--- config.mk ---
export PLATFORM = sky130hd
export DESIGN_NAME = mrc_top
export DESIGN_NICKNAME = d
export VERILOG_FILES = /design/src/verilog/mrc_pkg.sv /design/src/verilog/mrc_setting_mem.sv /design/src/verilog/mrc_top.sv
export VERILOG_INCLUDE_DIRS = /design/src /design/src/verilog
export SDC_FILE = /design/constraint.sdc
export NUM_CORES = 1
export LEC_CHECK = 0
export ABC_CLOCK_PERIOD_IN_PS = 1800
export CAP_MARGIN = 25
export CORE_MARGIN = 10
export CORE_UTILIZATION = 50
export DETAILED_ROUTE_END_ITERATION = 8
export DONT_BUFFER_PORTS = 1
export MAX_ROUTING_LAYER = met4
export PLACE_DENSITY = 0.68
export SYNTH_ARGS = -nofsm -noshare
export SYNTH_HDL_FRONTEND = slang
export SYNTH_SLANG_ARGS = --single-unit
--- constraint.sdc ---
create_clock -name hclk -period 1.8 [get_ports hclk]
set_input_delay 0.27 -clock hclk [delete_from_list [all_inputs] [get_ports hclk]]
set_output_delay 0.27 -clock hclk [all_outputs]
set_load 0.01 [all_outputs]
--- src/verilog/mrc_defines.svh ---
// Constants for the motor run-control and fault readback block
// Overview of operation
// - Rotation is forward when direction bit equals direction pin, else reverse.
// - Run bit 0 stops excitation; setting it to 1 starts a run sequence.
// - Every read of registers 0 to 31 returns the critical fault flags in bits 15 to 10.
// - Every read of registers 0 to 31 returns that register's own settings in bits 9 to 0.
// - Fault field order: general, supply reset, memory, timeout, overcurrent, write limit.
// - A fault flag reads 1 while its fault is detected, 0 otherwise.
// - In the run-control register, run is bit 0 and direction is bit 1.
`ifndef MRC_DEFINES_SVH
`define MRC_DEFINES_SVH
`define MRC_IDX_W 6
`define MRC_DEV_REGS 32
`define MRC_SET_W 10
`define MRC_FLT_W 6
`define MRC_IDX_RUN 6'h1F
`define MRC_IDX_STS 6'h20
`define MRC_IDX_EN 6'h21
`define MRC_IDX_CLR 6'h22
`define MRC_RUN_BIT 0
`define MRC_DIR_BIT 1
`define MRC_FLT_LSB 10
`define MRC_FLT_MSB 15
`define MRC_HTRANS_NONSEQ 2'h2
`endif

--- src/verilog/mrc_pkg.sv ---
// Types shared by the run-control block
package mrc_pkg;
  typedef enum logic [1:0] {
    MRC_IDLE = 2'b00,
    MRC_FETCH = 2'b01,
    MRC_FORM = 2'b10
  } mrc_state_e;
endpackage

--- src/verilog/mrc_setting_mem.sv ---
// Settings store: 32 words of 10 bits, registered read port
`timescale 1ns/10ps
`default_nettype none
`include "mrc_defines.svh"
module mrc_setting_mem
  import mrc_pkg::*;
(
  input wire logic hclk,
  input wire logic hresetn,
  input wire logic we,
  input wire logic [4:0] waddr,
  input wire logic [`MRC_SET_W-1:0] wdata,
  input wire logic [4:0] raddr,
  output logic [`MRC_SET_W-1:0] rdata_q
);
  logic [`MRC_SET_W-1:0] mem_q [0:`MRC_DEV_REGS-1];
  genvar gi;
  // Reset every word so no read ever returns an unknown
  generate
    for (gi = 0; gi < `MRC_DEV_REGS; gi = gi + 1)
    begin : g_word
      always_ff @(posedge hclk or negedge hresetn)
      begin
        if (!hresetn)
          mem_q[gi] <= '0;
        else if (we && (waddr == 5'(gi)))
          mem_q[gi] <= wdata;
      end
    end
  endgenerate
  always_ff @(posedge hclk or negedge hresetn)
  begin
    if (!hresetn)
      rdata_q <= '0;
    else
      rdata_q <= mem_q[raddr];
  end
endmodule
`default_nettype wire

--- src/verilog/mrc_top.sv ---
// Run-control register bank with fault readback on an AHB-Lite slave
//
// Chosen here: the AHB-Lite interface to the registers and the placing of the registers.
`timescale 1ns/10ps
`default_nettype none
`include "mrc_defines.svh"
module mrc_top
  import mrc_pkg::*;
(
  input wire logic hclk,
  input wire logic hresetn,
  input wire logic hsel,
  input wire logic [31:0] haddr,
  input wire logic [1:0] htrans,
  input wire logic hwrite,
  input wire logic [2:0] hsize,
  input wire logic [31:0] hwdata,
  input wire logic hready,
  output logic [31:0] hrdata,
  output logic hreadyout,
  output logic hresp,
  input wire logic direction_pin,
  input wire logic general_fault_flag,
  input wire logic supply_reset_flag,
  input wire logic storage_fault_flag,
  input wire logic timeout_expiry_flag,
  input wire logic soft_current_limit_flag,
  input wire logic nvm_write_limit_flag,
  output logic motor_forward,
  output logic excitation_en,
  output logic run_start,
  output logic irq
);
  ////////////////////////////////////////////////////////////////////////////
  // Pin synchronisers: a level counts once stages two and three agree
  localparam int NIN = `MRC_FLT_W + 1;
  logic [NIN-1:0] pin_raw;
  logic [NIN-1:0] s1_q, s2_q, s3_q, lvl_q, lvl_d;
  logic [`MRC_FLT_W-1:0] fault_q, fault_d, rise;
  logic dir_pin_q;
  assign pin_raw = {direction_pin, general_fault_flag, supply_reset_flag,
                    storage_fault_flag, timeout_expiry_flag,
                    soft_current_limit_flag, nvm_write_limit_flag};
  genvar gi;
  generate
    for (gi = 0; gi < NIN; gi = gi + 1)
    begin : g_sync
      assign lvl_d[gi] = (s2_q[gi] == s3_q[gi]) ? s3_q[gi] : lvl_q[gi];
      always_ff @(posedge hclk or negedge hresetn)
      begin
        if (!hresetn)
        begin
          s1_q[gi] <= 1'b0;
          s2_q[gi] <= 1'b0;
          s3_q[gi] <= 1'b0;
          lvl_q[gi] <= 1'b0;
        end
        else
        begin
          s1_q[gi] <= pin_raw[gi];
          s2_q[gi] <= s1_q[gi];
          s3_q[gi] <= s2_q[gi];
          lvl_q[gi] <= lvl_d[gi];
        end
      end
    end
  endgenerate
  // Bit 5 is the general flag down to bit 0 the write-limit flag
  assign fault_q = lvl_q[`MRC_FLT_W-1:0];
  assign fault_d = lvl_d[`MRC_FLT_W-1:0];
  assign dir_pin_q = lvl_q[NIN-1];
  assign rise = fault_d & ~fault_q;

  ////////////////////////////////////////////////////////////////////////////
  // Bus decode
  logic addr_go, mapped_a, wr_pend_q, wr_go;
  logic [`MRC_IDX_W-1:0] idx_a, idx_q;
  logic idx_dev;
  mrc_state_e state_q, state_d;
  assign addr_go = hsel && hready && (htrans == `MRC_HTRANS_NONSEQ);
  assign mapped_a = (haddr[31:8] == 24'h000000);
  assign idx_a = mapped_a ? haddr[7:2] : `MRC_IDX_CLR + 6'h01;
  assign idx_dev = (idx_q < 6'(`MRC_DEV_REGS));
  assign wr_go = wr_pend_q;

  assign state_d = (state_q == MRC_IDLE) ? ((addr_go && !hwrite) ? MRC_FETCH : MRC_IDLE) :
                   (state_q == MRC_FETCH) ? MRC_FORM : MRC_IDLE;

  always_ff @(posedge hclk or negedge hresetn)
  begin
    if (!hresetn)
    begin
      state_q <= MRC_IDLE;
      wr_pend_q <= 1'b0;
      idx_q <= '0;
    end
    else
    begin
      state_q <= state_d;
      wr_pend_q <= addr_go && hwrite;
      if (addr_go)
        idx_q <= idx_a;
    end
  end

  ////////////////////////////////////////////////////////////////////////////
  // Settings store, lower ten bits only: the fault field is never stored
  logic mem_we;
  logic [`MRC_SET_W-1:0] mem_rdata;
  assign mem_we = wr_go && idx_dev;
  mrc_setting_mem u_mem (
    .hclk(hclk),
    .hresetn(hresetn),
    .we(mem_we),
    .waddr(idx_q[4:0]),
    .wdata(hwdata[`MRC_SET_W-1:0]),
    .raddr(idx_q[4:0]),
    .rdata_q(mem_rdata)
  );

  ////////////////////////////////////////////////////////////////////////////
  // Run control
  logic run_bit_q, dir_bit_q, run_wr;
  assign run_wr = wr_go && (idx_q == `MRC_IDX_RUN);
  always_ff @(posedge hclk or negedge hresetn)
  begin
    if (!hresetn)
    begin
      run_bit_q <= 1'b0;
      dir_bit_q <= 1'b0;
    end
    else if (run_wr)
    begin
      run_bit_q <= hwdata[`MRC_RUN_BIT];
      dir_bit_q <= hwdata[`MRC_DIR_BIT];
    end
  end
  always_ff @(posedge hclk or negedge hresetn)
  begin
    if (!hresetn)
    begin
      motor_forward <= 1'b1;
      excitation_en <= 1'b0;
      run_start <= 1'b0;
    end
    else
    begin
      motor_forward <= ~(dir_bit_q ^ dir_pin_q);
      excitation_en <= run_bit_q;
      run_start <= run_wr && hwdata[`MRC_RUN_BIT] && !run_bit_q;
    end
  end

  ////////////////////////////////////////////////////////////////////////////
  // Fault events; a new fault beats a clear in the same cycle
  logic [`MRC_FLT_W-1:0] sts_q, en_q, clr;
  assign clr = (wr_go && idx_q == `MRC_IDX_CLR) ? hwdata[`MRC_FLT_W-1:0] : '0;
  always_ff @(posedge hclk or negedge hresetn)
  begin
    if (!hresetn)
    begin
      sts_q <= '0;
      en_q <= '0;
      irq <= 1'b0;
    end
    else
    begin
      sts_q <= (sts_q & ~clr) | rise;
      if (wr_go && idx_q == `MRC_IDX_EN)
        en_q <= hwdata[`MRC_FLT_W-1:0];
      irq <= |(sts_q & en_q);
    end
  end

  ////////////////////////////////////////////////////////////////////////////
  // Read answer: two wait states, memory data is one cycle late
  logic [31:0] rd_word;
  assign rd_word = idx_dev ? {16'h0000, fault_q, mem_rdata} :
                   (idx_q == `MRC_IDX_STS) ? {26'h0000000, sts_q} :
                   (idx_q == `MRC_IDX_EN) ? {26'h0000000, en_q} : 32'h00000000;
  always_ff @(posedge hclk or negedge hresetn)
  begin
    if (!hresetn)
    begin
      hrdata <= '0;
      hreadyout <= 1'b1;
      hresp <= 1'b0;
    end
    else
    begin
      hresp <= 1'b0;
      hreadyout <= (state_d == MRC_IDLE);
      if (state_q == MRC_FORM)
        hrdata <= rd_word;
    end
  end

  ////////////////////////////////////////////////////////////////////////////
  // Checks
  property p_dir_map;
    @(posedge hclk) disable iff (!hresetn)
    (dir_bit_q == dir_pin_q) |=> motor_forward;
  endproperty
  a_dir_map: assert property (p_dir_map) else $error("direction map wrong");

  property p_run_stop;
    @(posedge hclk) disable iff (!hresetn)
    run_wr && !hwdata[`MRC_RUN_BIT] |=> ##1 !excitation_en;
  endproperty
  a_run_stop: assert property (p_run_stop) else $error("excitation not stopped");

  property p_run_start;
    @(posedge hclk) disable iff (!hresetn)
    $rose(run_bit_q) |-> run_start ##1 excitation_en;
  endproperty
  a_run_start: assert property (p_run_start) else $error("run start missing");

  property p_flt_field;
    @(posedge hclk) disable iff (!hresetn)
    (state_q == MRC_FORM) && idx_dev |=> hrdata[`MRC_FLT_MSB:`MRC_FLT_LSB] == $past(fault_q);
  endproperty
  a_flt_field: assert property (p_flt_field) else $error("fault field wrong");

  property p_set_field;
    @(posedge hclk) disable iff (!hresetn)
    (state_q == MRC_FORM) && idx_dev |=> hrdata[`MRC_SET_W-1:0] == $past(mem_rdata);
  endproperty
  a_set_field: assert property (p_set_field) else $error("settings field wrong");

  property p_order_low;
    @(posedge hclk) disable iff (!hresetn)
    (nvm_write_limit_flag == 1'b1)[*5] |-> fault_q[0];
  endproperty
  a_order_low: assert property (p_order_low) else $error("write limit not bit 10");

  property p_flag_level;
    @(posedge hclk) disable iff (!hresetn)
    (general_fault_flag == 1'b0)[*5] |-> !fault_q[5];
  endproperty
  a_flag_level: assert property (p_flag_level) else $error("general flag stuck");

  property p_run_pos;
    @(posedge hclk) disable iff (!hresetn)
    run_wr |=> run_bit_q == $past(hwdata[`MRC_RUN_BIT]) &&
               dir_bit_q == $past(hwdata[`MRC_DIR_BIT]);
  endproperty
  a_run_pos: assert property (p_run_pos) else $error("run register layout wrong");

  property p_flt_ro;
    @(posedge hclk) disable iff (!hresetn)
    wr_go && (fault_d == fault_q) |=> $stable(fault_q);
  endproperty
  a_flt_ro: assert property (p_flt_ro) else $error("write changed fault field");
endmodule
`default_nettype wire
## After elaboration in Yosys (flattened, before gate mapping)

Cells that the tools add are included.

| operators by class | value |
|---|---|
| order comparisons | 2 |
| equality and inequality tests | 45 |
| multiplexer cells | 17 |
| bitwise operators | 9 |
| reduce and logical (&&, ||, !) cells | 49 |

Operators by type and width:

| kind | number |
|---|---|
| == test 5 bit, second input constant | 16 |
| binary-select mux 10 bit (select 5 bit) | 1 |
| logical AND 1 bit | 42 |
| == test 5 x 4 -> 1 bit, second input constant | 8 |
| zero test 24 bit | 1 |
| 2-to-1 mux 6 bit | 4 |
| == test 5 x 3 -> 1 bit, second input constant | 4 |
| 2-to-1 mux 10 bit | 2 |
| AND 6 bit | 3 |
| == test 6 bit, second input constant | 3 |
| 2-to-1 mux 16 bit | 1 |
| NOT 6 bit | 2 |
| == test 5 x 2 -> 1 bit, second input constant | 2 |
| == test 1 bit | 7 |
| 2-to-1 mux 1 bit | 7 |
| == test 6 x 5 -> 1 bit, second input constant | 1 |
| >= comparator 6 bit, second input constant | 1 |
| less-than comparator 6 bit, second input constant | 1 |
| NOT 5 -> 6 bit | 1 |
| bitwise OR 6 bit | 1 |
| OR reduction 6 bit | 1 |
| == test 5 x 1 -> 1 bit, second input constant | 1 |
| zero test 5 bit | 1 |
| == test 2 bit, second input constant | 2 |
| 6 further kinds | 9 |

| word-level totals | value |
|---|---|
| bits in registers | 418 |
| bits of input ports | 81 |
| output and inout bits | 38 |

## Depth between registers and ports, before layout

Gate-level depths: netlist of the first run.

| depth | value |
|---|---|
| depth after elaboration | 6 |
| mapped depth | 8 |
| mapped depth without buffers | 5 |

## Cells and area by module

A second synthesis of the first run with hierarchy kept.

| second synthesis, totals | value |
|---|---|
| cells, all modules | 1,349 |
| area, all modules | 18,116.1 um^2 |

By module, submodules not included:

| module | instances | cells each | area an instance (um^2) |
|---|---|---|---|
| mrc_setting_mem | 1 | 1,103 | 15,203.3 |
| mrc_top | 1 | 246 | 2,912.8 |

## Least setup slack after synthesis of the first run

No wires, ideal clock.

| timing | value |
|---|---|
| path type | register -> register |
| start | register idx_q[0] |
| end | register u_mem.rdata_q[2] |
| library setup time | 124 ps |
| data arrival time | 1,641 ps |
| data required time | 1,676 ps |
| path slack | 35 ps |
| cell stages (with the launch flop) | 7 |
| clock period less this slack | 1,765 ps |
| cell sequence | dfrtp_1 buf_6 buf_2 mux4_2 a22oi_1 o211ai_1 o31a_1 |

| on the way | value |
|---|---|
| cells in the longest elaborated chain, start to end | 4 |

RTL lines:

| element | RTL line | source |
|---|---|---|
| from (decl) | mrc_top.sv:77 | `` logic [`MRC_IDX_W-1:0] idx_a, idx_q; `` |
| from (signal assigned) | mrc_top.sv:102 | `idx_q <= idx_a;` |
| NOT 5 -> 6 bit (implied by the code) | mrc_setting_mem.sv:36 | `rdata_q <= mem_q[raddr];` |
| binary-select mux 10 bit (select 5 bit) | mrc_setting_mem.sv:36 |  |
| 2-to-1 mux 10 bit (implied by the code) (2 in a row) | mrc_setting_mem.sv:36 |  |
| to (signal assigned) | mrc_setting_mem.sv:36 |  |
| to (decl) | mrc_setting_mem.sv:14 | `` output logic [`MRC_SET_W-1:0] rdata_q `` |

Every way passes these cells. The select of a mux whose other input is x is not followed.
A chain may end at the register's enable or synchronous reset.

## Worst setup path after layout of the first run

| timing | value |
|---|---|
| start | register idx_q[1] |
| end | register u_mem.rdata_q[9] |

Same word-level chain as after synthesis.

==> metrics.csv, run 1 <==
stage,metric,value,unit
synthesis,Cells after Synth,1194,
place,DP Wirelength,27400,um
worst_setup_path,Worst R2R Start,idx_q[1]$_DFFE_PN0N_,
clock_tree,worst skew pair latency,560,ps
sta,worst slew pin tran,1210,ps
floorplanning,core footprint,0.0353,mm^2
sta,RSZ-0062 raised after global routing,true,
global_routing,pin count of the biggest net entering global routing,403,
worst_setup_path,critical path arrival,2470,ps
worst_setup_path,"Cell Chain, Critical Path","buf_4, mux2_1, and3_1, a2111oi_1, buf_4, a41o_1, a221oi_2",
layout,area of the multi-input gates,0.00822,mm^2
worst_setup_path,Critical Path RT,2220,ps
worst_setup_path,Slowest Stage Delay on Critical Path,530,ps
synthesis,"FF+latch count, synth",402,
clock_tree,clock buffer count from CTS,44,
layout,Filler cells,2409,
place,DP Worst Slack,-345,ps
sta,post-route setup slack,-252,ps
worst_setup_path,crit path to,u_mem.rdata_q[9]$_DFF_PN0_,
worst_setup_path,critical path's slowest cell,dfrtp_4,
sta,Final Cycle Share,114,%
worst_setup_path,crit path from,idx_q[1]$_DFFE_PN0N_,
floorplanning,Ports,119,
synthesis,"Cell Area, Synth",0.0178,mm^2
outcome,status,"finished, violations left",
global_routing,first-pass GRT wire length,68900,um
synthesis,Post-synth EDFFs,0,
worst_setup_path,CP most frequent cell,buf_4,
pwr,Pwr Density,927,mW/mm^2
route,DRC Markers,0,
sta,relative slew slack,19.6,%
clock_tree,register clock-pin slew on the reported worst setup and hold paths,60,ps
synthesis,ys async rst share,100,%
floorplanning,Die Span Y,209,um
clock_tree,CTS tree,built,
synthesis,part of the Yosys area used for sequential elements,56.6,%
worst_setup_path,WP depth,7,
floorplanning,Die W,209,um
sta,Slew Limit Fails,0,
worst_setup_path,critical path's top delay family,flip-flops,
clock_tree,CTS Hold Bufs,22,
layout,Synth-to-Final Area Change,28.6,%
sta,fmax,0.487,GHz
worst_setup_path,Crit Path Class,flip-flop to flip-flop,
layout,fin nets,1441,
min_path,min-delay worst type,primary input to async pin,
worst_setup_path,worst path bufs/invs,2,
synthesis,post-synth cell types,60,
sta,Fin. Hold Viols,401,
layout,Reg area,0.0101,mm^2
global_routing,Total Routing Usage GR,20.7,%
synthesis,Mean Syn Cell Area,14.9,um^2
route,DR vias/cell,5.90,
clock_tree,H-tree depth,2,
worst_setup_path,critical path launch point type,flip-flop,
route,final wirelength,47200,um
sta,final setup vio count,336,
global_routing,vias in the first global route,11450,
clock_tree,Root Buffer,clkbuf_16,
route,Final ANT Viol Nets,0,
route,drt wl/cell,25.4,um
pwr,worst ir drop on vdd,0.000752,V
layout,"Design Area, Final",0.0229,mm^2
sta,hold slack final,-560,ps
outcome,failing checks,"hold timing, setup timing",
place,GP Congestion,0.813,
worst_setup_path,worst r2r path cells,7,
floorplanning,cell row count,69,
flow_run,MaxCap Viol Count,0,
route,drt first pass iters,7,
place,"Cell Area, Placed",0.0192,mm^2
route,Initial DRC Count,879,
layout,share of layout cells above drive strength 1,53.2,%
worst_setup_path,R2R Path End,u_mem.rdata_q[9]$_DFF_PN0_,
synthesis,top_reg_cell synth,dfrtp_1,
sta,Max Clock Skew,17.3,ps
clock_tree,Clock Tree Buf Depth,3,
pwr,Leak Pwr,0.0101,uW
place,PortBufs,0,
global_routing,initial antenna violation count,2,
sta,post-layout min period,2050,ps
worst_setup_path,largest fanout on the critical path,6,
floorplanning,initial core utilization,50.3,%
floorplanning,Die Footprint,0.0435,mm^2
synthesis,YS warnings,0,
clock_tree,CTS Sinks,402,
worst_setup_path,Reg2Reg Setup Slack,-250,ps
global_routing,gr ovfl total,0,
route,via total after detailed routing,10963,
worst_setup_path,critical path capture point type,flip-flop,
-- worst min path at each step --
| stage | to | slack, ps | cells past startpoint |
|---|---|---|---|
| 2_1_floorplan | dir_bit_q$_DFFE_PN0P_ | -30 | 0 |
| 3_3_place_gp | dir_pin_q$_DFFE_PN0N_ | -4 | 0 |
| 3_5_place_dp | s3_q[6]$_DFF_PN0_ | -5 | 0 |
| 4_1_cts | dir_pin_q$_DFFE_PN0N_ | -590 | 0 |
| 5_1_grt | u_mem.mem_q[143]$_DFFE_PN0P_ | -570 | 0 |
| 6_report | u_mem.mem_q[143]$_DFFE_PN0P_ | -560 | 0 |
-- registers in the layout (all words and copies together) (netlist names), 6 cells and up --
name           cells
en_q               6
fault_q            6
hrdata            16
idx_q              6
s1_q               7
s2_q               7
s3_q               7
sts_q              6
u_mem.mem_q      320
u_mem.rdata_q     10
-- repair_timing --
item | 4_1_cts | 5_1_grt
endpoints found under the hold margin | 751 | 402
endpoints found under the setup margin | 312 | 286
pin swaps | 18 | 36
setup buffers | 28 | 25
gates cloned | 8 | 9
resized for setup | 124 | 196
-- cells by family after synthesis --
kind of cell	after synthesis	share of synthesized area, %
AO/OA/AOI/OAI	100	4.00
XOR/XNOR	1	0.0493
adder cells (fa/ha/maj)	2	0.113
buffers and inverters	97	3.13
flip-flops	402	56.6
multiplexers	436	31.4
other	1	0.0211
AND/OR/NAND/NOR	155	4.72
-- through the flow --
step                hold WS [ps]  util [%]  power (uW)  TNS [ps]  std cells
floorplan                  -25.6         -       11200         0       1210
global placement           -3.63      54.5       11800    -39780       1700
detailed placement         -5.05      54.5       11800    -40990       1700
CTS                         -587      61.8       21000    -18640       1836
global route                -569      64.8       21900    -44230       1857
finish                      -560      64.8       21200    -32430       1857
-- routing by layer --
layer	vias up	track usage (%)	wire (um)
met1	5873	27.9	21000
li1	4723	-	-
met4	0	6.55	1290
met5	-	-	0
met2	285	31.9	22600
met3	82	2.89	2220
-- layout by cell type (no fill, tap or decap), drive strengths merged, types with 7 or more instances in the layout --
master         n
dfrtp        400
inv            8
nor4           8
a22oi         10
a22o          10
mux2i         43
nand2         80
nor3           7
conb          17
clkbuf        77
mux2         329
o21ai         32
buf          169
clkinv         7
nor2          35
o22ai          8
mux4          64
dlygate4sd3   15
-- cell usage after synthesis (5+ instances only) --
cell type | number | share of area, %
a222oi_1 | 6 | 0.34
a22o_1 | 10 | 0.49
a22oi_1 | 10 | 0.42
buf_2 | 17 | 0.48
buf_4 | 25 | 1.1
buf_6 | 10 | 0.63
clkbuf_1 | 39 | 0.82
dfrtp_1 | 400 | 56
mux2_1 | 8 | 0.51
mux2_2 | 321 | 20
mux2i_1 | 43 | 2.4
mux4_2 | 64 | 8.1
nand2_1 | 68 | 1.4
nand2_2 | 8 | 0.28
nand2b_1 | 6 | 0.21
nor2_1 | 16 | 0.34
nor2_2 | 12 | 0.42
nor2_4 | 7 | 0.44
nor4_1 | 8 | 0.28
o211ai_1 | 5 | 0.21
o21ai_0 | 29 | 0.82
o22ai_1 | 8 | 0.28
o31a_1 | 5 | 0.25
-- power by group --
group / internal [uW] / leakage (uW) / switching (uW)
clock network: 5240 / 0.000706 / 3610
logic: 1480 / 0.00431 / 1190
registers: 9410 / 0.00511 / 290
-- layout make-up --
class / count / area share (%)
antenna: 2 / 0.0219
clock buffer: 69 / 5.84
clock inverter: 11 / 0.394
inverter: 6 / 0.109
multi-input combinational: 714 / 35.9
sequential: 402 / 44.0
tap: 461 / 2.52
timing repair buffer: 192 / 11.1
Power figures use the tool's default switching activity.
==> run 2, diff against run 1 <==
Settings changed: CTS_BUF_LIST from default to sky130_fd_sc_hd__clkbuf_4 sky130_fd_sc_hd__clkbuf_8, CTS_CLUSTER_SIZE from default to 8.
==> metrics.csv, run 2 (synthesized netlist as in run 1, its figures left out) <==
stage,metric,value,unit
outcome,status,"finished, violations left",
outcome,failing checks,"hold timing, setup timing",
pwr,Pwr Density,913,mW/mm^2
sta,post-layout min period,2040,ps
sta,final setup vio count,289,
sta,Fin. Hold Viols,402,
layout,"commonest non-fill, non-tap cells in the layout","dfrtp_1, mux2_2, mux2_4",
clock_tree,CTS Hold Bufs,30,
global_routing,Total Routing Usage GR,21.6,%
route,final wirelength,48300,um
clock_tree,CTS Sinks,402,
clock_tree,Root Buffer,clkbuf_8,
worst_setup_path,Worst R2R Start,idx_q[0]$_DFFE_PN0N_,
flow_run,MaxCap Viol Count,0,
worst_setup_path,Crit Path Class,flip-flop to flip-flop,
worst_setup_path,critical path's top delay family,compound AO/OA/AOI/OAI gates,
clock_tree,CTS tree,built,
route,DR top layer,met4,
route,Initial DRC Count,923,
layout,fin nets,1488,
worst_setup_path,critical path arrival,2520,ps
layout,top flop regs,"u_mem.mem_q: 320 flops, hrdata: 16 flops, u_mem.rdata_q: 10 flops",
worst_setup_path,worst path bufs/invs,2,
layout,share of layout cells above drive strength 1,55.7,%
worst_setup_path,critical path launch point type,flip-flop,
route,drt wl/cell,25.1,um
floorplanning,Die Footprint,0.0435,mm^2
layout,Final Core Density,65.8,%
place,PortBufs,0,
floorplanning,Die Span Y,209,um
worst_setup_path,largest fanout on the critical path,7,
floorplanning,initial core utilization,50.3,%
route,met3 WL,2640,um
worst_setup_path,Critical Path RT,2290,ps
worst_setup_path,CP most frequent cell,buf_12,
worst_setup_path,critical path's slowest cell,mux4_2,
layout,Synth-to-Final Area Change,30.6,%
worst_setup_path,"Cell Chain, Critical Path","buf_12, buf_12, mux4_2, a22oi_2, o211ai_1, o31a_1",
place,DP Worst Slack,-345,ps
sta,Slew Limit Fails,0,
global_routing,vias in the first global route,11835,
clock_tree,clock buffer count from CTS,69,
sta,worst slew pin tran,738,ps
clock_tree,Clock Tree Buf Depth,3,
route,wire length on met2,23100,um
sta,relative slew slack,50.8,%
route,via total after detailed routing,11335,
layout,"commonest non-fill, non-tap cell in the layout",dfrtp_1,
floorplanning,cell row count,69,
worst_setup_path,crit path to,u_mem.rdata_q[4]$_DFF_PN0_,
floorplanning,Ports,119,
route,Final ANT Viol Nets,0,
sta,hold slack final,-620,ps
layout,Biggest register,u_mem.mem_q,
global_routing,first-pass GRT wire length,71500,um
worst_setup_path,Slowest Stage Delay on Critical Path,510,ps
worst_setup_path,crit path from,idx_q[0]$_DFFE_PN0N_,
layout,max reg flops,320,
worst_setup_path,critical path capture point type,flip-flop,
worst_setup_path,Reg2Reg Setup Slack,-240,ps
worst_setup_path,R2R Path End,u_mem.rdata_q[4]$_DFF_PN0_,
global_routing,gr ovfl total,0,
global_routing,initial antenna violation count,1,
place,GP Congestion,0.813,
route,DR vias/cell,5.90,
clock_tree,worst skew pair latency,620,ps
sta,post-route setup slack,-236,ps
min_path,min-delay worst type,primary input to async pin,
clock_tree,H-tree depth,3,
clock_tree,register clock-pin slew on the reported worst setup and hold paths,60,ps
pwr,worst ir drop on vdd,0.000525,V
worst_setup_path,worst r2r path cells,6,
place,DP Wirelength,27400,um
global_routing,pin count of the biggest net entering global routing,403,
floorplanning,Die W,209,um
route,drt first pass iters,5,
sta,Max Clock Skew,26.4,ps
route,WL met1,21300,um
route,DRC Markers,0,
worst_setup_path,WP depth,6,
pwr,Leak Pwr,0.0105,uW
sta,RSZ-0062 raised after global routing,true,
sta,Final Cycle Share,113,%
sta,fmax,0.491,GHz
floorplanning,core footprint,0.0353,mm^2
## run 2: changes by cell type in the layout (fill, tap and decap cells not counted), sizes merged
cell         before  now
clkbuf           77  117
buf             169  186
diode             2    1
or2               4    5
clkinvlp          1    2
bufinv            1    0
dlygate4sd3      15   23
bufbuf            0    1
clkinv            7    5
## run 2: worst min-delay path by stage
stage                                         endpoint  depth (start not counted)  slack, ps
after CTS                 u_mem.mem_q[124]$_DFFE_PN0P_                          0       -660
after global placement           dir_pin_q$_DFFE_PN0N_                          0         -4
final                     u_mem.mem_q[143]$_DFFE_PN0P_                          0       -620
after detailed placement             s3_q[6]$_DFF_PN0_                          0         -5
after global routing      u_mem.mem_q[141]$_DFFE_PN0P_                          0       -660
after floorplan                  dir_bit_q$_DFFE_PN0P_                          0        -30
## run 2: final cells by class
type,instances,area (um^2)
fillers,2385,12100
repair buffers,213,2760
well taps,461,577
clock buffers,114,1430
multi-input cells,715,8290
clock inverters,9,57.6
diodes,1,2.50
inverters,6,25.0
flip-flops and latches,402,10100
## run 2: layer usage
metal	vias up	track usage (%)
li1	4839	-
met1	6064	28.6
met2	346	32.9
met3	86	4.15
met4	0	7.72
met5	-	-
## run 2: where the power goes
group	internal (uW)	switching, uW	leakage [uW]
Clock	5020	3690	0.000792
Combinational	1540	1230	0.00459
Sequential	9410	297	0.00511
## run 2: repair_timing
action,in CTS,in global routing
pin swaps,35,33
endpoints found under the hold margin,753,402
resized for setup,198,127
setup endpoints to repair,309,351
gates cloned,15,5
setup buffers,31,27
## run 2: per-stage QoR
step | cells | setup TNS, ps | instance area (um^2) | total power, uW | hold slack (ps)
after floorplan | 1210 | 0 | 17800 | 11200 | -25.6
after global placement | 1700 | -39780 | 19200 | 11800 | -3.63
after detailed placement | 1700 | -40990 | 19200 | 11800 | -5.05
after CTS | 1895 | -20930 | 22500 | 21200 | -662
after global routing | 1921 | -29960 | 23200 | 22000 | -661
final | 1921 | -24140 | 23200 | 21200 | -620
